## src/fpd_cfg.svh

```systemverilog
// Constants for the four-pair disconnect management block
`ifndef FPD_CFG_SVH
`define FPD_CFG_SVH
`define FPD_CMD_FAULT_CFG 8'h2d
`define FPD_CFG_RESET 8'h00
`define FPD_BIT_THR_SEL_LO 0
`define FPD_BIT_PCUT_LO 2
`define FPD_BIT_PCUT_MGMT_LO 4
`define FPD_BIT_LIM_MGMT_LO 6
`define FPD_CLK_MHZ 250
`define FPD_DROPOUT_US 300
`define FPD_PULSE_US 60
`define FPD_MA_4P5 16'd45
`define FPD_MA_6P5 16'd65
`define FPD_MA_75 16'd750
`define FPD_MA_30 16'd300
`define FPD_CLASS_HI 4'h5
`endif

```

## src/fpd_pkg.sv

```systemverilog
// Types for the four-pair disconnect management block
package fpd_pkg;
  // Operating mode of a port
  typedef enum logic [1:0] {
    FPD_MODE_MANUAL = 2'b00,
    FPD_MODE_SEMI = 2'b01,
    FPD_MODE_AUTO = 2'b11,
    FPD_MODE_DIAG = 2'b10
  } fpd_mode_type;
  // Turn-on event carrier for one channel pair
  typedef struct packed {
    logic on;
    logic four_pair;
    logic dual_sig;
    logic [3:0] assigned_class;
  } fpd_turnon_type;
  // Per-channel state of one pair
  typedef enum logic [1:0] {
    FPD_CH_OFF = 2'b00,
    FPD_CH_ON = 2'b01,
    FPD_CH_PARTIAL = 2'b10
  } fpd_state_type;
endpackage : fpd_pkg

```

## src/fpd_ch_timer.sv

```systemverilog
// Undercurrent duration counter of one channel
`timescale 1ns/1ps
`include "fpd_cfg.svh"
module fpd_ch_timer #(
  parameter int CW = 20
) (
  input wire logic ref_clk,
  input wire logic rstn,
  input wire logic below,
  input wire logic [CW-1:0] limit,
  output logic expired
);
  import fpd_pkg::*;
  // Narrower counters cannot hold even a shortened dropout time
  if (CW < 8) begin : g_bad_cw
    $error("counter too narrow");
  end
  logic [CW-1:0] count; // Cycles of continuous undercurrent
  logic [CW-1:0] next_count;
  // -------------------------------------------------------------
  // Counter next state
  // -------------------------------------------------------------
  always_comb begin
    next_count = count;
    if (!below) begin
      next_count = '0;
    end else if (count < limit) begin
      next_count = count + 1'b1;
    end
  end
  always_ff @(posedge ref_clk or negedge rstn) begin
    if (!rstn) begin
      count <= '0;
    end else begin
      count <= next_count;
    end
  end
  assign expired = below && (count >= limit);
  property p_clear;
    @(posedge ref_clk) disable iff (!rstn) !below |=> count == '0;
  endproperty
  a_clear: assert property (p_clear)
    else $error("counter not cleared");
endmodule : fpd_ch_timer

```

## src/fpd_top.sv

```systemverilog
// Per-pair disconnect management with the fault configuration register
//
// Contract
// - Summed power cut applies when enable set
// - Current-limit faults detected regardless of enable
// - Auto modes set summed enable for single-signature
// - Select bit picks 4.5mA or 6.5mA
// - Threshold select bits 1:0, reset zero
// - Dual signature sets select, per pair
// - Dual signature: low channel turns off alone
// - Single signature select from assigned class in auto modes
// - Class 0-4 low select: partial disconnect
// - Re-enable channel above 75 mA
// - Summed cut suspended in partial or low
// - Class 5-8: off when both low
// - Cleared select after turn-on uses 6.5mA
// - Manual mode: independent off and fault flag
// - Summed enable bits 3:2
// - Register at command 2Dh, read/write
`timescale 1ns/1ps
`include "fpd_cfg.svh"
module fpd_top #(
  parameter int NP = 2,
  parameter int CW = 20,
  parameter int DROP_CYC = `FPD_DROPOUT_US * `FPD_CLK_MHZ,
  parameter int DROP_MPS_CYC = (`FPD_DROPOUT_US + `FPD_PULSE_US)
                               * `FPD_CLK_MHZ
) (
  input wire logic ref_clk,
  input wire logic rstn,
  input wire logic [7:0] cmd_code,
  input wire logic cmd_write,
  input wire logic [7:0] cmd_wdata,
  output logic [7:0] cmd_rdata,
  input wire fpd_pkg::fpd_mode_type mode,
  input wire fpd_pkg::fpd_turnon_type [NP-1:0] turnon,
  input wire logic [NP-1:0] turnoff,
  input wire logic [2*NP-1:0][15:0] ch_current,
  input wire logic [2*NP-1:0] overcurrent,
  input wire logic [NP-1:0] summed_over,
  output logic [2*NP-1:0] ch_enable,
  output logic [2*NP-1:0] current_limit_fault,
  output logic [NP-1:0] summed_cut,
  output logic [2*NP-1:0] disconnect_fault_flag,
  output logic [NP-1:0] partial
);
  import fpd_pkg::*;
  // The register holds select and enable bits for two pairs only
  if (NP != 2) begin : g_bad_np
    $error("two channel pairs fit the register");
  end
  // Both dropout limits must fit the duration counters
  if (DROP_MPS_CYC >= (1 << CW) || DROP_CYC >= (1 << CW)) begin : g_bad_cw
    $error("counter too narrow");
  end
  // -------------------------------------------------------------
  // Helpers
  // -------------------------------------------------------------
  // Threshold in tenths of mA chosen by the select bit
  function automatic logic [15:0] thr(input logic sel);
    thr = sel ? `FPD_MA_4P5 : `FPD_MA_6P5;
  endfunction : thr
  function automatic logic manual_like(input fpd_mode_type m);
    manual_like = (m == FPD_MODE_MANUAL) || (m == FPD_MODE_DIAG);
  endfunction : manual_like
  // -------------------------------------------------------------
  // State
  // -------------------------------------------------------------
  logic [7:0] fault_cfg; // Fault configuration register
  logic [7:0] next_fault_cfg;
  logic [NP-1:0] sig_single; // Single-signature pair powered
  logic [NP-1:0] next_sig_single;
  logic [NP-1:0] low_class; // Assigned class 0-4
  logic [NP-1:0] next_low_class;
  logic [NP-1:0] manual_on; // Powered in manual or diagnostic
  logic [NP-1:0] next_manual_on;
  logic [NP-1:0] next_partial;
  logic [2*NP-1:0] next_ch_enable;
  logic [2*NP-1:0] next_current_limit_fault;
  logic [NP-1:0] next_cut;
  logic [2*NP-1:0] next_disconnect_fault_flag;
  logic [7:0] next_rdata;
  logic [2*NP-1:0] below; // Channel under its threshold
  logic [2*NP-1:0] expired; // Held long enough to disconnect
  logic [2*NP-1:0] exp_mps;
  logic [2*NP-1:0] exp_drop;
  // Shared counter limit: manual pairs use the plain dropout time
  logic [2*NP-1:0][CW-1:0] lim;
  // -------------------------------------------------------------
  // Per-channel timers
  // -------------------------------------------------------------
  genvar g;
  generate
    for (g = 0; g < 2*NP; g++) begin : g_ch
      always_comb begin
        below[g] = ch_enable[g] &&
          (ch_current[g] < thr(fault_cfg[`FPD_BIT_THR_SEL_LO + g/2]));
        lim[g] = manual_on[g/2] ? CW'(DROP_CYC) : CW'(DROP_MPS_CYC);
      end
      fpd_ch_timer #(.CW(CW)) u_tmr (
        .ref_clk(ref_clk),
        .rstn(rstn),
        .below(below[g]),
        .limit(lim[g]),
        .expired(expired[g])
      );
      assign exp_mps[g] = expired[g] && !manual_on[g/2];
      assign exp_drop[g] = expired[g] && manual_on[g/2];
    end
  endgenerate
  // -------------------------------------------------------------
  // Register access and pair control, next values
  // -------------------------------------------------------------
  always_comb begin
    next_fault_cfg = fault_cfg;
    next_sig_single = sig_single;
    next_low_class = low_class;
    next_manual_on = manual_on;
    next_partial = partial;
    next_ch_enable = ch_enable;
    next_disconnect_fault_flag = disconnect_fault_flag;
    next_cut = '0;
    // Host write at the documented command code
    if (cmd_write && cmd_code == `FPD_CMD_FAULT_CFG) begin
      next_fault_cfg = cmd_wdata;
    end
    next_rdata = (cmd_code == `FPD_CMD_FAULT_CFG) ? fault_cfg : 8'h00;
    // Limit faults ride every enabled channel, whatever the summed enable
    next_current_limit_fault = overcurrent & ch_enable;
    for (int p = 0; p < NP; p++) begin
      if (turnoff[p]) begin
        next_ch_enable[2*p +: 2] = 2'b00;
        next_partial[p] = 1'b0;
      end else if (turnon[p].on && turnon[p].four_pair) begin
        next_ch_enable[2*p +: 2] = 2'b11;
        next_partial[p] = 1'b0;
        next_sig_single[p] = !turnon[p].dual_sig;
        next_low_class[p] = turnon[p].assigned_class < `FPD_CLASS_HI;
        next_manual_on[p] = manual_like(mode);
        if (turnon[p].dual_sig) begin
          next_fault_cfg[`FPD_BIT_THR_SEL_LO + p] = 1'b1;
        end else if (!manual_like(mode)) begin
          next_fault_cfg[`FPD_BIT_THR_SEL_LO + p] =
            !(turnon[p].assigned_class < `FPD_CLASS_HI);
          next_fault_cfg[`FPD_BIT_PCUT_LO + p] = 1'b1;
          next_fault_cfg[`FPD_BIT_PCUT_MGMT_LO + p] = 1'b1;
          next_fault_cfg[`FPD_BIT_LIM_MGMT_LO + p] = 1'b1;
        end
      end else if (manual_on[p] || !sig_single[p]) begin
        // Independent channels
        for (int c = 0; c < 2; c++) begin
          if (exp_mps[2*p+c]) begin
            next_ch_enable[2*p+c] = 1'b0;
          end
          if (exp_drop[2*p+c]) begin
            next_ch_enable[2*p+c] = 1'b0;
            next_disconnect_fault_flag[2*p+c] = 1'b1;
          end
        end
      end else if (partial[p]) begin
        // Surviving channel either recovers the pair or times out
        for (int c = 0; c < 2; c++) begin
          if (ch_enable[2*p+c] && ch_current[2*p+c] > `FPD_MA_75) begin
            next_ch_enable[2*p +: 2] = 2'b11;
            next_partial[p] = 1'b0;
          end else if (exp_mps[2*p+c]) begin
            next_ch_enable[2*p +: 2] = 2'b00;
            next_partial[p] = 1'b0;
          end
        end
      end else if (ch_enable[2*p +: 2] == 2'b11) begin
        if (!fault_cfg[`FPD_BIT_THR_SEL_LO + p] && low_class[p]) begin
          if (below[2*p]) begin
            next_ch_enable[2*p] = 1'b0;
            next_partial[p] = 1'b1;
          end else if (below[2*p+1]) begin
            next_ch_enable[2*p+1] = 1'b0;
            next_partial[p] = 1'b1;
          end
        end else if (exp_mps[2*p] && exp_mps[2*p+1]) begin
          next_ch_enable[2*p +: 2] = 2'b00;
        end
      end
      // Summed cut only when enabled and both channels carry load
      if (fault_cfg[`FPD_BIT_PCUT_LO + p] && summed_over[p] &&
          !partial[p] && ch_current[2*p] >= `FPD_MA_30 &&
          ch_current[2*p+1] >= `FPD_MA_30) begin
        next_cut[p] = 1'b1;
      end
      if (next_cut[p]) begin
        next_ch_enable[2*p +: 2] = 2'b00;
        next_partial[p] = 1'b0;
      end
    end
  end
  // -------------------------------------------------------------
  // Registers
  // -------------------------------------------------------------
  always_ff @(posedge ref_clk or negedge rstn) begin
    if (!rstn) begin
      fault_cfg <= `FPD_CFG_RESET;
      sig_single <= '0;
      low_class <= '0;
      manual_on <= '0;
      partial <= '0;
      ch_enable <= '0;
      current_limit_fault <= '0;
      summed_cut <= '0;
      disconnect_fault_flag <= '0;
      cmd_rdata <= 8'h00;
    end else begin
      fault_cfg <= next_fault_cfg;
      sig_single <= next_sig_single;
      low_class <= next_low_class;
      manual_on <= next_manual_on;
      partial <= next_partial;
      ch_enable <= next_ch_enable;
      current_limit_fault <= next_current_limit_fault;
      summed_cut <= next_cut;
      disconnect_fault_flag <= next_disconnect_fault_flag;
      cmd_rdata <= next_rdata;
    end
  end
  // -------------------------------------------------------------
  // Checks
  // -------------------------------------------------------------
  property p_cut_en;
    @(posedge ref_clk) disable iff (!rstn)
      summed_cut[0] |-> $past(fault_cfg[`FPD_BIT_PCUT_LO]);
  endproperty
  a_cut_en: assert property (p_cut_en) else $error("cut while off");
  // Limit faults follow every powered channel, summed enable or not
  property p_limit_fault;
    @(posedge ref_clk) disable iff (!rstn)
      (overcurrent & ch_enable) != '0
      |=> (current_limit_fault & $past(overcurrent & ch_enable)) ==
          $past(overcurrent & ch_enable);
  endproperty
  a_limit_fault: assert property (p_limit_fault)
    else $error("limit fault missed");
  property p_wr;
    @(posedge ref_clk) disable iff (!rstn)
      (cmd_write && cmd_code == `FPD_CMD_FAULT_CFG && turnon == '0)
      |=> fault_cfg == $past(cmd_wdata);
  endproperty
  a_wr: assert property (p_wr) else $error("write lost");
  property p_dual;
    @(posedge ref_clk) disable iff (!rstn)
      (turnon[0].on && turnon[0].four_pair && turnon[0].dual_sig &&
       !turnoff[0]) |=> fault_cfg[`FPD_BIT_THR_SEL_LO];
  endproperty
  a_dual: assert property (p_dual) else $error("dual select");
  // Pair checks, one copy per pair so every pair the bench uses is seen
  for (genvar q = 0; q < NP; q++) begin : g_pair_chk
    property p_part_cut;
      @(posedge ref_clk) disable iff (!rstn)
        partial[q] |=> !summed_cut[q];
    endproperty
    a_part_cut: assert property (p_part_cut)
      else $error("cut in partial");
    property p_manual_fault;
      @(posedge ref_clk) disable iff (!rstn)
        (exp_drop[2*q +: 2] != 2'b00 && !turnoff[q] && !turnon[q].on &&
         !next_cut[q])
        |=> (disconnect_fault_flag[2*q +: 2] &
             $past(exp_drop[2*q +: 2])) == $past(exp_drop[2*q +: 2]) &&
            (ch_enable[2*q +: 2] & $past(exp_drop[2*q +: 2])) == 2'b00;
    endproperty
    a_manual_fault: assert property (p_manual_fault)
      else $error("manual fault");
    property p_reen;
      @(posedge ref_clk) disable iff (!rstn)
        (partial[q] && !turnoff[q] && !turnon[q].on &&
         ((ch_enable[2*q] && ch_current[2*q] > `FPD_MA_75) ||
          (ch_enable[2*q+1] && ch_current[2*q+1] > `FPD_MA_75)))
        |=> ch_enable[2*q +: 2] == 2'b11;
    endproperty
    a_reen: assert property (p_reen)
      else $error("no re-enable");
  end
  property p_hi;
    @(posedge ref_clk) disable iff (!rstn)
      (turnon[0].on && turnon[0].four_pair && !turnon[0].dual_sig &&
       !manual_like(mode) && !turnoff[0])
      |=> fault_cfg[`FPD_BIT_PCUT_LO] && fault_cfg[`FPD_BIT_THR_SEL_LO] ==
          ($past(turnon[0].assigned_class) >= `FPD_CLASS_HI);
  endproperty
  a_hi: assert property (p_hi) else $error("auto setting");
endmodule : fpd_top

```

## config.mk

```make
export PLATFORM = sky130hd
export DESIGN_NAME = fpd_top
export DESIGN_NICKNAME = d
export VERILOG_FILES = /design/src/fpd_pkg.sv /design/src/fpd_ch_timer.sv /design/src/fpd_top.sv
export VERILOG_INCLUDE_DIRS = /design/src /design/src/src
export SDC_FILE = /design/constraint.sdc
export NUM_CORES = 1
export LEC_CHECK = 0
export ABC_CLOCK_PERIOD_IN_PS = 4000
export BUFFER_PORTS_ARGS = -buffer_cell sky130_fd_sc_hd__buf_4
export CORE_ASPECT_RATIO = 1.75
export CORE_MARGIN = 2
export CORE_UTILIZATION = 40
export CTS_BUF_LIST = sky130_fd_sc_hd__clkbuf_16
export CTS_CLUSTER_SIZE = 8
export DETAILED_ROUTE_END_ITERATION = 8
export PLACE_DENSITY_LB_ADDON = 0.2
export SYNTH_ARGS = -nofsm -noshare
export SYNTH_HDL_FRONTEND = slang
export SYNTH_SLANG_ARGS = --single-unit
```

## constraint.sdc

```tcl
create_clock -name ref_clk -period 4 [get_ports ref_clk]
set_input_delay 0.4 -clock ref_clk [delete_from_list [all_inputs] [get_ports ref_clk]]
set_output_delay 0.4 -clock ref_clk [all_outputs]
set_load 0.03 [all_outputs]
```

Word level (Yosys, flattened, before mapping)
Cells that the tools add are included.
- logic and storage cells: 254
- bits in registers: 118
- bits of input ports: 107
- output and inout port bits: 24
- muxes and demuxes: 112
- bitwise logic cells: 5
- equal/unequal tests: 22
- order comparisons: 22
- reduce and logical (&&, ||, !) cells: 65
- add/subtract/negate cells: 4
- operator list (kind ; count):
    $mux 20 ; 8
    $add 20x1->20 const B ; 4
    $ge 20x17->1 ; 4
    $lt 20x17->1 ; 4
    $mux 1 ; 74
    $ge 16x9->1 const B ; 4
    $gt 16x10->1 const B ; 4
    $mux 2 ; 24
    $logic_and 1x1->1 ; 35
    $lt 16x16->1 ; 2
    $lt 16x7->1 ; 2
    $mux 15 ; 2
    $ne 7x6->1 const B ; 4
    $ne 6x6->1 const B ; 4
    $ne 9x2->1 const B ; 2
    $mux 8 ; 2
    $reduce_and 4->1 ; 4
    $mux 7 ; 2
    $ne 7x7->1 const B ; 2
    $reduce_bool 7->1 ; 2
    $logic_not 1->1 ; 12
    $reduce_and 6->1 ; 2
    $reduce_bool 6->1 ; 2
    $reduce_and 5->1 ; 2
    10 further kinds ; 23

Logic depth before layout (Yosys ltp)
Gate-level depths: netlist of the first run.
- depth in word-level cells: 14
- gate-level depth with buffers: 11
- gate-level depth less buffers: 9

Modules after synthesis
Synthesis of the first run repeated with hierarchy kept, for this count alone.
- cells, all modules: 1024
- area total of the unflattened synthesis: 8839.7 µm²
- by module, submodules not included (module ; times used ; sequential area each (µm²) ; area an instance (µm²) ; cells an instance):
    fpd_ch_timer ; 4 ; 500.5 ; 1599.0 ; 189
    fpd_top ; 1 ; 950.9 ; 2443.6 ; 268

Least setup slack after synthesis of the first run
No wires, ideal clock.
- kind: register to register
- from: reg manual_on[1]
- to: reg g_ch[3].u_tmr.count[10]
- arrival time: 2.852 ns
- cell stages (with the launch flop): 12
- required time: 3.923 ns
- period minus slack after synthesis: 2.929 ns
- library setup time: 0.077 ns
- slack: 1.071 ns
- buffers on the path: 2
- cell sequence: dfrtp_1 -> inv_1 -> ha_1 -> and3b_1 -> and4_1 -> a21oi_2 -> and4_1 -> buf_2 -> nand4_1 -> clkbuf_1 -> or3_1 -> a21oi_1
- word-level cells in the longest chain between the ends: 3
- ends and longest elaborated chain (item ; line ; text):
    from (decl) ; fpd_top.sv:75 ; logic [NP-1:0] manual_on;
    from (signal assigned) ; fpd_top.sv:215 ; manual_on <= next_manual_on;
    $mux 15 ; fpd_top.sv:98 ; lim[g] = manual_on[g/2] ? CW'(DROP_CYC) : CW'(DROP_MPS_CYC);
    $lt 20x17->1 ; fpd_ch_timer.sv:27 ; end else if (count < limit) begin
    $ne 2x2->1 (no line) ; - ;
    to (signal assigned) ; fpd_ch_timer.sv:35 ; count <= next_count;
    to (decl) ; fpd_ch_timer.sv:18 ; logic [CW-1:0] count;
Every way passes these cells.
A chain may end at the register's enable or synchronous reset.

Worst setup path after layout of the first run
- from: reg manual_on[0]
- to: reg ch_enable[1]
- word-level cells in the longest chain between the ends: 11
- elaborated cells on any way between the ends: 26
- classes of those cells: 2 x order compare; 4 x eq/ne; 9 x mux; 11 x reduce/logical
- ends and longest elaborated chain (item ; line ; text):
    $mux 15 ; fpd_top.sv:98 ;
    $ge 20x17->1 ; fpd_ch_timer.sv:38 ; assign expired = below && (count >= limit);
    $logic_and 1x1->1 ; fpd_ch_timer.sv:38 ;
    $logic_and 1x1->1 ; fpd_top.sv:107 ; assign exp_mps[g] = expired[g] && !manual_on[g/2];
    $mux 2 ; fpd_top.sv:166 ; end else if (exp_mps[2*p+c]) begin
    $mux 2 ; fpd_top.sv:163 ; if (ch_enable[2*p+c] && ch_current[2*p+c] > `FPD_MA_75) begin
    $mux 2 ; fpd_top.sv:160 ; end else if (partial[p]) begin
    $mux 2 ; fpd_top.sv:149 ; end else if (manual_on[p] || !sig_single[p]) begin
    $mux 2 ; fpd_top.sv:134 ; end else if (turnon[p].on && turnon[p].four_pair) begin
    $mux 2 ; fpd_top.sv:131 ; if (turnoff[p]) begin
    $mux 2 ; fpd_top.sv:190 ; if (next_cut[p]) begin
    to (signal assigned) ; fpd_top.sv:217 ; ch_enable <= next_ch_enable;
    to (decl) ; fpd_top.sv:41 ; output logic [2*NP-1:0] ch_enable,
Parallel ways exist; a longest one is shown, timed or not.

==> report_table.html, run 1 <==
<table>
<tr><th>Metric</th><th>Value</th></tr>
<tr><th colspan="2">Layout</th></tr>
<tr><td>Synthesis-to-finish area growth</td><td>25.23%</td></tr>
<tr><td>Fraction of final layout cells sized beyond drive strength 1</td><td>18.78%</td></tr>
<tr><td>Utilization after layout</td><td>50.70%</td></tr>
<tr><td>Antenna diode count</td><td>0</td></tr>
<tr><td>Commonest non-fill, non-tap cells in the layout</td><td>sky130_fd_sc_hd__buf_4 (134), sky130_fd_sc_hd__dfrtp_1 (118), sky130_fd_sc_hd__nor2_1 (91)</td></tr>
<tr><td>Post-layout nets</td><td>1092</td></tr>
<tr><td>Cell Count, Final, Fillers Out</td><td>1171</td></tr>
<tr><td>Most frequent standard cell in the layout excluding fill and tap cells</td><td>sky130_fd_sc_hd__buf_4</td></tr>
<tr><th colspan="2">Critical path</th></tr>
<tr><td>Crit path max-delay cell type</td><td>sky130_fd_sc_hd__dfrtp_1</td></tr>
<tr><td>Critical path arrival</td><td>3.81 ns</td></tr>
<tr><td>Element type at the critical path end</td><td>flip-flop</td></tr>
<tr><td>Class of the most critical setup path</td><td>reg -&gt; reg</td></tr>
<tr><td>Cell-by-cell listing of the critical path</td><td>inv_1 &gt; ha_1 &gt; nand4_1 &gt; nor4bb_1 &gt; o211ai_1 &gt; a21oi_1 &gt; o22ai_1 &gt; and4_1 &gt; a221o_1</td></tr>
<tr><td>Kind of start point of the critical path</td><td>flip-flop</td></tr>
<tr><td>CP max stage delay</td><td>0.80 ns</td></tr>
<tr><td>Maximum fanout along the worst path</td><td>17</td></tr>
<tr><td>Data required time at the worst endpoint</td><td>4.30 ns</td></tr>
<tr><th colspan="2">Yosys</th></tr>
<tr><td>Register area share after synthesis</td><td>40.95%</td></tr>
<tr><td>Number of distinct standard cells referenced by the synthesized netlist</td><td>64</td></tr>
<tr><td>Post-synthesis sequential element count</td><td>118</td></tr>
<tr><td>Number of nets in the synthesized netlist</td><td>954</td></tr>
<tr><td>Average size of a mapped cell</td><td>9.162 um^2</td></tr>
<tr><td>Biggest area consumer among synthesized cells</td><td>sky130_fd_sc_hd__dfrtp_1</td></tr>
<tr><td>Post-synth EDFFs</td><td>0</td></tr>
<tr><td>Top-area cell type share of the netlist area</td><td>40.95%</td></tr>
<tr><td>Post-Synthesis Cell Area</td><td>7211 um^2</td></tr>
<tr><td>Async set-or-reset flop fraction in the synthesized netlist</td><td>100.0%</td></tr>
<tr><td>Post-Synthesis Cells</td><td>787</td></tr>
<tr><td>Primary FF master, synth</td><td>sky130_fd_sc_hd__dfrtp_1</td></tr>
<tr><td>Most area-consuming cells after synthesis</td><td>sky130_fd_sc_hd__dfrtp_1 (41%), sky130_fd_sc_hd__ha_1 (10%), sky130_fd_sc_hd__nor2_1 (4.7%)</td></tr>
<tr><td>Yosys warnings</td><td>0</td></tr>
<tr><th colspan="2">Global routing</th></tr>
<tr><td>Global route total overflow</td><td>0</td></tr>
<tr><td>Maximum number of pins on one net before global-route repair</td><td>77</td></tr>
<tr><td>Antenna violations before repair</td><td>0</td></tr>
<tr><td>Vias in the first global route</td><td>6487</td></tr>
<tr><td>Total global-route track usage</td><td>20.87%</td></tr>
<tr><td>First-pass GRT wire length</td><td>31800 um</td></tr>
<tr><th colspan="2">Floorplanning</th></tr>
<tr><td>Die X</td><td>105.5 um</td></tr>
<tr><td>Core ar.</td><td>17810 um^2</td></tr>
<tr><td>I/O pin count</td><td>131</td></tr>
<tr><td>Die height</td><td>181.6 um</td></tr>
<tr><td>Row cnt</td><td>65</td></tr>
<tr><td>Die footprint</td><td>19160 um^2</td></tr>
<tr><td>Initial Utilization</td><td>40.48%</td></tr>
<tr><th colspan="2">Clock network</th></tr>
<tr><td>Post-CTS Setup Inserts</td><td>0</td></tr>
<tr><td>H-tree depth</td><td>4</td></tr>
<tr><td>CTS clk-pin slew, worst paths</td><td>0.06 ns</td></tr>
<tr><td>Cell at the root of the clock tree</td><td>sky130_fd_sc_hd__clkbuf_16</td></tr>
<tr><td>Clock latency reported for the late side of the worst-skew pair</td><td>0.42 ns</td></tr>
<tr><td>Total number of clock tree sinks</td><td>118</td></tr>
<tr><td>Hold-fix buffers, CTS</td><td>0</td></tr>
<tr><td>PostCTS Resize Cnt</td><td>0</td></tr>
<tr><td>Total CTS buffers</td><td>17</td></tr>
<tr><td>TritonCTS clock tree</td><td>built</td></tr>
<tr><td>Number of buffers on the longest clock path</td><td>2</td></tr>
<tr><th colspan="2">STA</th></tr>
<tr><td>Final count of hold timing violations</td><td>0</td></tr>
<tr><td>Number of pins with negative max-slew slack in the final report</td><td>0</td></tr>
<tr><td>Worst-Margin Slew</td><td>1.014 ns</td></tr>
<tr><td>RSZ-0062 raised after global routing</td><td>no</td></tr>
<tr><td>Period Utilization, post-route</td><td>87.78%</td></tr>
<tr><td>Worst clock skew on the final layout</td><td>0.01127 ns</td></tr>
<tr><td>Max-slew headroom</td><td>32.42%</td></tr>
<tr><td>Timing-limited maximum frequency</td><td>0.2848 GHz</td></tr>
<tr><td>Aggregate negative setup slack</td><td>0 ns</td></tr>
<tr><td>Smallest setup slack after layout</td><td>0.4889 ns</td></tr>
<tr><td>Final Setup Violations</td><td>0</td></tr>
<tr><td>Final critical delay including setup and external delays</td><td>3.511 ns</td></tr>
<tr><th colspan="2">Worst hold path</th></tr>
<tr><td>Hold Crit Class</td><td>in -&gt; async</td></tr>
<tr><th colspan="2">Power and ir drop</th></tr>
<tr><td>Peak supply drop</td><td>257.3 uV</td></tr>
<tr><td>Power density normalized to cell area</td><td>346.8 nW/um^2</td></tr>
<tr><td>Leakage Power</td><td>0.003992 uW</td></tr>
<tr><th colspan="2">Detailed routing</th></tr>
<tr><td>Violation count after the first detailed-route iteration</td><td>236</td></tr>
<tr><td>Final antenna-violating net count</td><td>0</td></tr>
<tr><td>DRC violations left</td><td>0</td></tr>
<tr><td>Vias post-DR</td><td>6381</td></tr>
<tr><td>1st-pass router iterations</td><td>5</td></tr>
<tr><td>Avg WL per Cell</td><td>16.16 um</td></tr>
<tr><td>Total detailed-routing wirelength</td><td>18920 um</td></tr>
<tr><td>Vias/cell</td><td>5.449</td></tr>
<tr><th colspan="2">Placement</th></tr>
<tr><td>Number of buffer cells added on primary ports</td><td>129</td></tr>
<tr><td>Pre-CTS setup slack</td><td>0.4912 ns</td></tr>
<tr><td>Weighted congestion at the end of routability-driven global placement</td><td>0.8686</td></tr>
<tr><td>Post-DP HPWL</td><td>14450 um</td></tr>
<tr><td>Number of placed cells counting well taps</td><td>1140</td></tr>
<tr><th colspan="2">Outcome</th></tr>
<tr><td>Status</td><td>complete, no violations</td></tr>
<tr><th colspan="2">Run</th></tr>
<tr><td>Reported max-cap violation count</td><td>0</td></tr>
</table>
[through the flow]
step	total power (uW)	instance area, um^2	hold slack [ns]
after floorplan	1488	7211	0.1044
after global placement	1692	8467	0.4590
after detailed placement	1703	8467	0.4615
after CTS	3173	9030	0.1845
after global routing	3291	9030	0.1798
final	3132	9030	0.1412
[report_power, final]
part           leakage [uW]  switching (uW)  internal, uW  total [uW]
Clock              0.000273             551           904        1460
Combinational       0.00211             217           186         403
Sequential          0.00161            43.9          1230        1270
Total               0.00399             812          2320        3130
[synthesized netlist by cell type (all sizes together) (3+ instances only)]
cell type  count
nor3b          3
nor3          29
ha            60
xnor2         32
nor4          10
a2111oi        3
and3          13
a21o           6
or3           17
xor2          13
inv           41
nand3         48
nand3b         8
nor2b          5
a41o           4
mux2i          8
a31oi          3
o21bai         5
dfrtp        118
o21ai         34
nor4b          4
o2111ai        3
nor2          91
and4          10
or4            5
clkbuf        14
a31o           4
and2          23
o21a           4
nand4         17
nand2         59
a211o          7
nand4b         3
a211oi         3
o211ai         8
a21oi         45
[kinds of logic (layout without fill, tap and decap cells)]
group	Yosys count	after routing	synth area share [%]
compound gates	145	145	13.66
fa+ha+maj	60	60	10.41
xor+xnor	45	45	5.466
mux	8	8	1.111
buf+inv	57	207	3.089
simple gates	354	354	25.32
flops	118	118	40.95
[sequential cells by signal, summed over array words and instances, names as in the netlist]
name and flops:
manual_on 2, disconnect_fault_flag 4, fault_cfg 8, cmd_rdata 8, g_ch.u_tmr.count 80, sig_single 2
partial 2, current_limit_fault 4, low_class 2, summed_cut 2, ch_enable 4
[worst max-delay path, delay by kind of cell, from the launching register on]
family                     cells  cell delay, ns
AOI/OAI and AO/OA              4            1.05
adders and majority gates      1            0.38
buffers and inverters          1            0.32
DFF                            1            0.80
and+or+nand+nor                3            0.83
[metal layers]
| metal | vias up | GRT usage (%) | wire, um |
|---|---|---|---|
| met5 | - | 0 | 0 |
| met4 | 0 | 7.368 | 422 |
| met3 | 32 | 3.948 | 589 |
| met2 | 121 | 39.77 | 10730 |
| met1 | 3098 | 22.58 | 7180 |
| li1 | 3130 | - | - |
[path summary, 6_finish.rpt]
path / startpoint / endpoint / slack, ns / cells after the start
worst min-delay path: rstn / current_limit_fault[0]$_DFF_PN0_ / 0.14 / 1
min in group ref_clk: overcurrent[1] / current_limit_fault[1]$_DFF_PN0_ / 0.20 / 2
worst min register to register: disconnect_fault_flag[3]$_DFFE_PN0P_ / disconnect_fault_flag[3]$_DFFE_PN0P_ / 0.48 / 1
worst max-delay path: manual_on[0]$_DFFE_PN0P_ / ch_enable[1]$_DFFE_PN0P_ / 0.49 / 9
worst max register to register: manual_on[0]$_DFFE_PN0P_ / ch_enable[1]$_DFFE_PN0P_ / 0.49 / 9
max in group asynchronous: rstn / partial[1]$_DFFE_PN0P_ / 3.07 / 2
[final cells by class]
cell class	count	area (um^2)
Clock buffer	17	425.4
Clock inverter	14	137.6
Fill cell	1749	8781
Inverter	41	153.9
Multi-Input combinational cell	612	4041
Sequential cell	118	2953
Tap cell	234	292.8
Timing Repair Buffer	135	1026
Power figures use the tool's default switching activity.
==> run 2, diff against run 1 <==
- CORE_UTILIZATION: 40 -> 57
- RECOVER_POWER: default -> 100
==> run 2 against run 1 <==
The flow now finishes with violations (max-capacitance violations, max-slew violations). Clock power about the same. Sequential cell count unchanged. Largest power group unchanged. Register-to-register slack better by 0.09 ns. Setup slack better by 0.093 ns. Worst hold slack improved by 0.063 ns. Highest routed layer unchanged. Global-route usage increased by 8.2 points. Wire length is 1.3% lower. Die area down 29%. Final area fell by 2.7%. Sequential share of layout area up 0.90 points.
==> report_table.html, run 2 (same netlist as run 1, synthesis figures left out) <==
<table>
<tr><th>Metric</th><th>Value</th></tr>
<tr><th colspan="2">Power and ir drop</th></tr>
<tr><td>Overall power of the completed layout</td><td>3125 uW (-0.22%)</td></tr>
<tr><td>Leakage Power</td><td>0.003853 uW (-3.5%)</td></tr>
<tr><td>Power density normalized to cell area</td><td>355.6 nW/um^2 (+2.5%)</td></tr>
<tr><td>Peak supply drop</td><td>341.8 uV (+33%)</td></tr>
<tr><th colspan="2">Floorplanning</th></tr>
<tr><td>Die X</td><td>89.02 um (-16%)</td></tr>
<tr><td>Die footprint</td><td>13600 um^2 (-29%)</td></tr>
<tr><td>Core ar.</td><td>12430 um^2 (-30%)</td></tr>
<tr><td>Die height</td><td>152.8 um (-16%)</td></tr>
<tr><td>Initial Utilization</td><td>58.00% (+18 points)</td></tr>
<tr><td>I/O pin count</td><td>131 (unchanged)</td></tr>
<tr><td>Row cnt</td><td>54 (-17%)</td></tr>
<tr><th colspan="2">Detailed routing</th></tr>
<tr><td>Violation count after the first detailed-route iteration</td><td>341 (+44%)</td></tr>
<tr><td>DRC violations left</td><td>0 (unchanged)</td></tr>
<tr><td>Final antenna-violating net count</td><td>0 (unchanged)</td></tr>
<tr><td>Vias/cell</td><td>5.985 (+9.8%)</td></tr>
<tr><td>Vias post-DR</td><td>6625 (+3.8%)</td></tr>
<tr><td>1st-pass router iterations</td><td>5 (unchanged)</td></tr>
<tr><td>Avg WL per Cell</td><td>16.88 um (+4.4%)</td></tr>
<tr><td>Total detailed-routing wirelength</td><td>18680 um (-1.3%)</td></tr>
<tr><th colspan="2">Critical path</th></tr>
<tr><td>Gate family responsible for the most delay along the worst path</td><td>compound AO/OA/AOI/OAI gates</td></tr>
<tr><td>CP max stage delay</td><td>0.73 ns (-0.07 ns)</td></tr>
<tr><td>FF-to-FF End</td><td>ch_enable[2]$_DFFE_PN0P_</td></tr>
<tr><td>Critical path arrival</td><td>3.70 ns (-0.11 ns)</td></tr>
<tr><td>Worst-case reg-to-reg path depth</td><td>9 (unchanged)</td></tr>
<tr><td>Critical R2R Launch</td><td>fault_cfg[1]$_DFF_PN0_</td></tr>
<tr><td>Cell count along the critical path</td><td>9 (unchanged)</td></tr>
<tr><td>Element type at the critical path end</td><td>flip-flop</td></tr>
<tr><td>Kind of start point of the critical path</td><td>flip-flop</td></tr>
<tr><td>Class of the most critical setup path</td><td>reg -&gt; reg</td></tr>
<tr><td>Crit path capture</td><td>ch_enable[2]$_DFFE_PN0P_</td></tr>
<tr><td>Data required time at the worst endpoint</td><td>4.28 ns (-0.02 ns)</td></tr>
<tr><td>Critical path buffer and inverter count</td><td>1 (unchanged)</td></tr>
<tr><td>Crit path max-delay cell type</td><td>sky130_fd_sc_hd__a31oi_1</td></tr>
<tr><td>Startpoint of the worst setup timing path</td><td>fault_cfg[1]$_DFF_PN0_</td></tr>
<tr><td>FF-to-FF setup slack</td><td>0.58 ns (+0.09 ns)</td></tr>
<tr><td>Maximum fanout along the worst path</td><td>19 (+2)</td></tr>
<tr><td>Cell-by-cell listing of the critical path</td><td>inv_1 &gt; ha_1 &gt; nor3_1 &gt; o21ai_0 &gt; a211o_1 &gt; a31oi_1 &gt; a2111oi_0 &gt; nor2_1 &gt; o211ai_1</td></tr>
<tr><th colspan="2">Global routing</th></tr>
<tr><td>First-pass GRT wire length</td><td>31240 um (-1.8%)</td></tr>
<tr><td>Total global-route track usage</td><td>29.08% (+8.2 points)</td></tr>
<tr><td>Maximum number of pins on one net before global-route repair</td><td>71 (-7.8%)</td></tr>
<tr><td>Antenna violations before repair</td><td>0 (unchanged)</td></tr>
<tr><td>Vias in the first global route</td><td>6797 (+4.8%)</td></tr>
<tr><td>Global route total overflow</td><td>0 (unchanged)</td></tr>
<tr><th colspan="2">Worst hold path</th></tr>
<tr><td>Hold Crit Class</td><td>in -&gt; reg</td></tr>
<tr><td>Cell count of the worst hold path</td><td>2</td></tr>
<tr><th colspan="2">STA</th></tr>
<tr><td>Period Utilization, post-route</td><td>85.44% (-2.3 points)</td></tr>
<tr><td>Timing-limited maximum frequency</td><td>0.2926 GHz (+2.7%)</td></tr>
<tr><td>Max-slew headroom</td><td>-15.77% (-48 points)</td></tr>
<tr><td>Worst-Margin Slew</td><td>1.737 ns (+0.7229 ns)</td></tr>
<tr><td>Number of pins with negative max-slew slack in the final report</td><td>71 (+71)</td></tr>
<tr><td>RSZ-0062 raised after global routing</td><td>no</td></tr>
<tr><td>Fin Hold WS</td><td>0.2045 ns (+0.06332 ns)</td></tr>
<tr><td>Aggregate negative setup slack</td><td>0 ns (unchanged)</td></tr>
<tr><td>Final critical delay including setup and external delays</td><td>3.418 ns (-0.09338 ns)</td></tr>
<tr><td>Final Setup Violations</td><td>0 (unchanged)</td></tr>
<tr><td>Final count of hold timing violations</td><td>0 (unchanged)</td></tr>
<tr><td>Worst clock skew on the final layout</td><td>0.005153 ns (-0.006119 ns)</td></tr>
<tr><td>Smallest setup slack after layout</td><td>0.5822 ns (+0.09338 ns)</td></tr>
<tr><th colspan="2">Clock network</th></tr>
<tr><td>Clock latency reported for the late side of the worst-skew pair</td><td>0.41 ns (about the same)</td></tr>
<tr><td>Total CTS buffers</td><td>17 (unchanged)</td></tr>
<tr><td>Total number of clock tree sinks</td><td>118 (unchanged)</td></tr>
<tr><td>H-tree depth</td><td>4 (unchanged)</td></tr>
<tr><td>Hold-fix buffers, CTS</td><td>0 (unchanged)</td></tr>
<tr><td>CTS clk-pin slew, worst paths</td><td>0.06 ns (about the same)</td></tr>
<tr><td>Cell at the root of the clock tree</td><td>sky130_fd_sc_hd__clkbuf_16</td></tr>
<tr><td>TritonCTS clock tree</td><td>built</td></tr>
<tr><td>Post-CTS Setup Inserts</td><td>0 (unchanged)</td></tr>
<tr><td>PostCTS Resize Cnt</td><td>0 (unchanged)</td></tr>
<tr><td>Number of buffers on the longest clock path</td><td>2 (unchanged)</td></tr>
<tr><th colspan="2">Outcome</th></tr>
<tr><td>Failing checks</td><td>max-capacitance violations, max-slew violations</td></tr>
<tr><td>Status</td><td>complete, but fails checks</td></tr>
<tr><th colspan="2">Layout</th></tr>
<tr><td>Commonest non-fill, non-tap cells in the layout</td><td>sky130_fd_sc_hd__dfrtp_1 (118), sky130_fd_sc_hd__buf_4 (100), sky130_fd_sc_hd__nor2_1 (91)</td></tr>
<tr><td>Fraction of final layout cells sized beyond drive strength 1</td><td>15.12% (-3.7 points)</td></tr>
<tr><td>Max FFs per register</td><td>80 (unchanged)</td></tr>
<tr><td>Post-layout nets</td><td>1093 (+0.092%)</td></tr>
<tr><td>Antenna diode count</td><td>0 (unchanged)</td></tr>
<tr><td>Synthesis-to-finish area growth</td><td>21.86%</td></tr>
<tr><td>Utilization after layout</td><td>70.68% (+20 points)</td></tr>
<tr><td>Fill cell instance count of the final layout</td><td>1013 (-42%)</td></tr>
<tr><td>Most frequent standard cell in the layout excluding fill and tap cells</td><td>sky130_fd_sc_hd__dfrtp_1</td></tr>
<tr><td>Biggest regs</td><td>g_ch.u_tmr.count x80, cmd_rdata x8, fault_cfg x8</td></tr>
<tr><td>Register name with the most flops</td><td>g_ch.u_tmr.count</td></tr>
<tr><th colspan="2">Placement</th></tr>
<tr><td>Post-DP HPWL</td><td>14160 um (-2.0%)</td></tr>
<tr><td>Pre-CTS setup slack</td><td>0.9085 ns (+0.4173 ns)</td></tr>
<tr><td>Number of buffer cells added on primary ports</td><td>129 (unchanged)</td></tr>
<tr><td>Weighted congestion at the end of routability-driven global placement</td><td>0.8908 (+2.6%)</td></tr>
<tr><th colspan="2">Run</th></tr>
<tr><td>Reported max-cap violation count</td><td>1 (+1)</td></tr>
</table>
-- run 2: cell count changes in the layout (fill, tap and decap cells not counted), moves of 3 or more --
cell                       delta
sky130_fd_sc_hd__buf_4       -34
sky130_fd_sc_hd__clkbuf_1    +31
sky130_fd_sc_hd__and2_0      +15
sky130_fd_sc_hd__and2_1      -15
sky130_fd_sc_hd__clkbuf_4     +4
sky130_fd_sc_hd__clkinv_2     +4
sky130_fd_sc_hd__clkinv_4     -3
-- run 2: area by class of cell --
| cell class | count | area, um^2 | area share (%) |
|---|---|---|---|
| inverters | 41 | 153.9 | 1.751 |
| multi-input cells | 612 | 4006 | 45.59 |
| well taps | 168 | 210.2 | 2.392 |
| clock inverters | 15 | 136.4 | 1.552 |
| repair buffers | 136 | 902.1 | 10.27 |
| clock buffers | 17 | 425.4 | 4.841 |
| flip-flops and latches | 118 | 2953 | 33.60 |
-- run 2: how the worst min path moves through the flow --
stage / slack (ns) / startpoint / endpoint
finish: 0.20 / overcurrent[2] / current_limit_fault[2]$_DFF_PN0_
global route: 0.21 / turnon[4] / sig_single[0]$_DFFE_PN0P_
CTS: 0.13 / rstn / summed_cut[0]$_DFF_PN0_
detailed placement: 0.46 / disconnect_fault_flag[2]$_DFFE_PN0P_ / disconnect_fault_flag[2]$_DFFE_PN0P_
global placement: 0.46 / disconnect_fault_flag[2]$_DFFE_PN0P_ / disconnect_fault_flag[2]$_DFFE_PN0P_
floorplan: 0.10 / rstn / ch_enable[0]$_DFFE_PN0P_
-- run 2: power by group --
group	switching, uW	leakage, uW	total (uW)	internal, uW
clock	543	0.000280	1450	905
combinational	233	0.00196	412	179
sequential	35.8	0.00161	1270	1230
-- run 2: metrics by stage --
| stage | cells | area [um^2] |
|---|---|---|
| final | 1107 | 8787 |
| after global routing | 1107 | 8787 |
| after CTS | 1107 | 8941 |
| after detailed placement | 1075 | 8379 |
| after global placement | 1075 | 8379 |
| after floorplan | 787 | 7211 |
-- run 2: metal layers --
metal,routed length [um],GRT usage [%]
met5,0,0
met1,6750,32.36
met3,796,4.713
met4,554,11.87
met2,10580,53.02
==> run 3, diff against run 2 <==
- CORE_UTILIZATION: 57 -> 35
==> run 3 against run 2 <==
The flow still finishes with violations (max-capacitance violations, max-slew violations). Sequential share of layout area fell by 0.47 points. Die area rose by 60%. Maximum frequency fell by 2.2%. Cell count rose by 7.0%. Sequential cell count did not move. Sequential power barely moved.
==> report_table.html, run 3 (same netlist as run 1, synthesis figures left out) <==
<table>
<tr><th>Metric</th><th>Value</th></tr>
<tr><th colspan="2">Outcome</th></tr>
<tr><td>Status</td><td>complete, but fails checks</td></tr>
<tr><td>Failing checks</td><td>max-capacitance violations, max-slew violations</td></tr>
<tr><th colspan="2">Floorplanning</th></tr>
<tr><td>Die X</td><td>112.5 um (+26%)</td></tr>
<tr><td>Core ar.</td><td>20290 um^2 (+63%)</td></tr>
<tr><td>Die height</td><td>193.9 um (+27%)</td></tr>
<tr><td>Row cnt</td><td>69 (+28%)</td></tr>
<tr><td>I/O pin count</td><td>131 (unchanged)</td></tr>
<tr><td>Initial Utilization</td><td>35.54% (-22 points)</td></tr>
<tr><td>Die footprint</td><td>21810 um^2 (+60%)</td></tr>
<tr><th colspan="2">Layout</th></tr>
<tr><td>Finished layout cell area</td><td>8911 um^2 (+1.4%)</td></tr>
<tr><td>Most frequent standard cell in the layout excluding fill and tap cells</td><td>sky130_fd_sc_hd__dfrtp_1</td></tr>
<tr><td>Cell Count, Final, Fillers Out</td><td>1185 (+7.0%)</td></tr>
<tr><td>Utilization after layout</td><td>43.92% (-27 points)</td></tr>
<tr><td>Register name with the most flops</td><td>g_ch.u_tmr.count</td></tr>
<tr><td>Synthesis-to-finish area growth</td><td>23.58%</td></tr>
<tr><td>Biggest regs</td><td>g_ch.u_tmr.count x80, cmd_rdata x8, fault_cfg x8</td></tr>
<tr><td>Fraction of final layout cells sized beyond drive strength 1</td><td>14.41% (-0.71 points)</td></tr>
<tr><td>Commonest non-fill, non-tap cells in the layout</td><td>sky130_fd_sc_hd__dfrtp_1 (118), sky130_fd_sc_hd__buf_4 (101), sky130_fd_sc_hd__nor2_1 (91)</td></tr>
<tr><td>Post-layout nets</td><td>1092 (-0.091%)</td></tr>
<tr><td>Antenna diode count</td><td>0 (unchanged)</td></tr>
<tr><td>Max FFs per register</td><td>80 (unchanged)</td></tr>
<tr><th colspan="2">Clock network</th></tr>
<tr><td>Clock latency reported for the late side of the worst-skew pair</td><td>0.42 ns (about the same)</td></tr>
<tr><td>Cell at the root of the clock tree</td><td>sky130_fd_sc_hd__clkbuf_16</td></tr>
<tr><td>Hold-fix buffers, CTS</td><td>0 (unchanged)</td></tr>
<tr><td>CTS clk-pin slew, worst paths</td><td>0.06 ns (about the same)</td></tr>
<tr><td>Total number of clock tree sinks</td><td>118 (unchanged)</td></tr>
<tr><td>TritonCTS clock tree</td><td>built</td></tr>
<tr><td>Total CTS buffers</td><td>17 (unchanged)</td></tr>
<tr><td>H-tree depth</td><td>4 (unchanged)</td></tr>
<tr><td>PostCTS Resize Cnt</td><td>0 (unchanged)</td></tr>
<tr><td>Number of buffers on the longest clock path</td><td>2 (unchanged)</td></tr>
<tr><td>Post-CTS Setup Inserts</td><td>0 (unchanged)</td></tr>
<tr><th colspan="2">Worst hold path</th></tr>
<tr><td>Hold Crit Class</td><td>in -&gt; reg</td></tr>
<tr><th colspan="2">STA</th></tr>
<tr><td>Aggregate negative setup slack</td><td>0 ns (unchanged)</td></tr>
<tr><td>Timing-limited maximum frequency</td><td>0.2860 GHz (-2.2%)</td></tr>
<tr><td>Final Setup Violations</td><td>0 (unchanged)</td></tr>
<tr><td>Period Utilization, post-route</td><td>87.41% (+2.0 points)</td></tr>
<tr><td>Worst clock skew on the final layout</td><td>0.01122 ns (+0.006068 ns)</td></tr>
<tr><td>RSZ-0062 raised after global routing</td><td>no</td></tr>
<tr><td>Final count of hold timing violations</td><td>0 (unchanged)</td></tr>
<tr><td>Number of pins with negative max-slew slack in the final report</td><td>76 (+7.0%)</td></tr>
<tr><td>Max-slew headroom</td><td>-27.15% (-11 points)</td></tr>
<tr><td>Fin Hold WS</td><td>0.1892 ns (-0.01537 ns)</td></tr>
<tr><td>Final critical delay including setup and external delays</td><td>3.496 ns (+0.07848 ns)</td></tr>
<tr><td>Worst-Margin Slew</td><td>1.907 ns (+0.1707 ns)</td></tr>
<tr><th colspan="2">Global routing</th></tr>
<tr><td>Maximum number of pins on one net before global-route repair</td><td>76 (+7.0%)</td></tr>
<tr><td>Antenna violations before repair</td><td>0 (unchanged)</td></tr>
<tr><td>Vias in the first global route</td><td>6492 (-4.5%)</td></tr>
<tr><td>First-pass GRT wire length</td><td>31750 um (+1.7%)</td></tr>
<tr><td>Global route total overflow</td><td>0 (unchanged)</td></tr>
<tr><td>Total global-route track usage</td><td>18.23% (-11 points)</td></tr>
<tr><th colspan="2">Critical path</th></tr>
<tr><td>Crit path max-delay cell type</td><td>sky130_fd_sc_hd__clkbuf_1</td></tr>
<tr><td>Element type at the critical path end</td><td>flip-flop</td></tr>
<tr><td>Gate family responsible for the most delay along the worst path</td><td>compound AO/OA/AOI/OAI gates</td></tr>
<tr><td>Class of the most critical setup path</td><td>reg -&gt; reg</td></tr>
<tr><td>Data required time at the worst endpoint</td><td>4.30 ns (+0.02 ns)</td></tr>
<tr><td>Kind of start point of the critical path</td><td>flip-flop</td></tr>
<tr><td>Cell-by-cell listing of the critical path</td><td>clkbuf_1 &gt; ha_1 &gt; and3b_1 &gt; nand4_1 &gt; o41a_1 &gt; a211oi_1 &gt; o22ai_1 &gt; and4_1 &gt; a221o_1</td></tr>
<tr><td>Critical path arrival</td><td>3.80 ns (+0.10 ns)</td></tr>
<tr><td>Maximum fanout along the worst path</td><td>16 (-3)</td></tr>
<tr><td>CP max stage delay</td><td>0.68 ns (-0.05 ns)</td></tr>
<tr><td>Critical path buffer and inverter count</td><td>1 (unchanged)</td></tr>
<tr><th colspan="2">Power and ir drop</th></tr>
<tr><td>Power density normalized to cell area</td><td>362.0 nW/um^2 (+1.8%)</td></tr>
<tr><td>Leakage Power</td><td>0.003869 uW (+0.42%)</td></tr>
<tr><td>Peak supply drop</td><td>256.9 uV (-25%)</td></tr>
<tr><th colspan="2">Placement</th></tr>
<tr><td>Number of placed cells counting well taps</td><td>1154 (+7.3%)</td></tr>
<tr><td>Number of buffer cells added on primary ports</td><td>129 (unchanged)</td></tr>
<tr><td>Weighted congestion at the end of routability-driven global placement</td><td>0.8205 (-7.9%)</td></tr>
<tr><td>Post-DP HPWL</td><td>14960 um (+5.6%)</td></tr>
<tr><td>Cell area reported after detailed placement</td><td>8484 um^2 (+1.3%)</td></tr>
<tr><th colspan="2">Detailed routing</th></tr>
<tr><td>Vias/cell</td><td>5.310 (-11%)</td></tr>
<tr><td>Total detailed-routing wirelength</td><td>19290 um (+3.3%)</td></tr>
<tr><td>Violation count after the first detailed-route iteration</td><td>166 (-51%)</td></tr>
<tr><td>Final antenna-violating net count</td><td>0 (unchanged)</td></tr>
<tr><td>DRC violations left</td><td>0 (unchanged)</td></tr>
<tr><td>Avg WL per Cell</td><td>16.28 um (-3.5%)</td></tr>
<tr><td>Vias post-DR</td><td>6292 (-5.0%)</td></tr>
<tr><td>1st-pass router iterations</td><td>4 (-1)</td></tr>
<tr><th colspan="2">Run</th></tr>
<tr><td>Reported max-cap violation count</td><td>1 (unchanged)</td></tr>
</table>
run 3: changes by cell type in the layout (fill, tap and decap cells not counted), moves of 2 or more:
cell                        delta
sky130_fd_sc_hd__bufinv_16     +2
sky130_fd_sc_hd__and2_0        -2
sky130_fd_sc_hd__inv_1         +2
sky130_fd_sc_hd__clkinv_1      +4
sky130_fd_sc_hd__clkinv_2      -7
sky130_fd_sc_hd__clkbuf_1      -2
sky130_fd_sc_hd__and2_1        +2
run 3: final cells by class:
cell class,instances,area (um^2)
clock buffer,17,425.4
sequential,118,2953
tap,248,310.3
multi-input combinational,612,4001
inverter,41,153.9
timing repair buffer,135,899.6
fill,2018,11380
clock inverter,14,167.7
run 3: path summary, 6_finish.rpt:
check	depth (start not counted)	startpoint	end	slack, ns
max	9	manual_on[0]$_DFFE_PN0P_	ch_enable[1]$_DFFE_PN0P_	0.50
min	2	overcurrent[3]	current_limit_fault[3]$_DFF_PN0_	0.19
max reg2reg	9	manual_on[0]$_DFFE_PN0P_	ch_enable[1]$_DFFE_PN0P_	0.50
min reg2reg	1	disconnect_fault_flag[3]$_DFFE_PN0P_	disconnect_fault_flag[3]$_DFFE_PN0P_	0.46
max in group asynchronous	2	rstn	g_ch[2].u_tmr.count[10]$_DFFE_PN0P_	1.52
min in group asynchronous	1	rstn	summed_cut[0]$_DFF_PN0_	0.51
run 3: routing by layer:
layer	up-vias	part of all wire, %	GRT usage [%]
met5	-	0	0
met4	0	2.1	6.323
met3	27	2.5	3.595
met2	88	57	35.50
met1	3048	38	18.98
li1	3129	-	-
run 3: worst reg2reg max path, cell delays in order, from the launching register on:
cell and delay (ns):
sky130_fd_sc_hd__dfrtp_1 0.33, sky130_fd_sc_hd__clkbuf_1 0.68, sky130_fd_sc_hd__ha_1 0.22, sky130_fd_sc_hd__and3b_1 0.16, sky130_fd_sc_hd__nand4_1 0.15, sky130_fd_sc_hd__o41a_1 0.45, sky130_fd_sc_hd__a211oi_1 0.62, sky130_fd_sc_hd__o22ai_1 0.18
sky130_fd_sc_hd__and4_1 0.26, sky130_fd_sc_hd__a221o_1 0.35
run 3: through the flow:
stage	worst slack (ns)	total power, uW
3_3_place_gp	0.9254	1700
4_1_cts	0.8794	3284
3_5_place_dp	0.8897	1708
2_1_floorplan	1.071	1488
5_1_grt	0.3722	3376
6_report	0.5037	3226
run 3: power by group:
group	internal [uW]	total, uW	leakage (uW)	switching, uW
Clock	1020	1560	0.000293	539
Sequential	1230	1270	0.00161	35.6
Combinational	175	401	0.00197	226
Total	2420	3230	0.00387	801
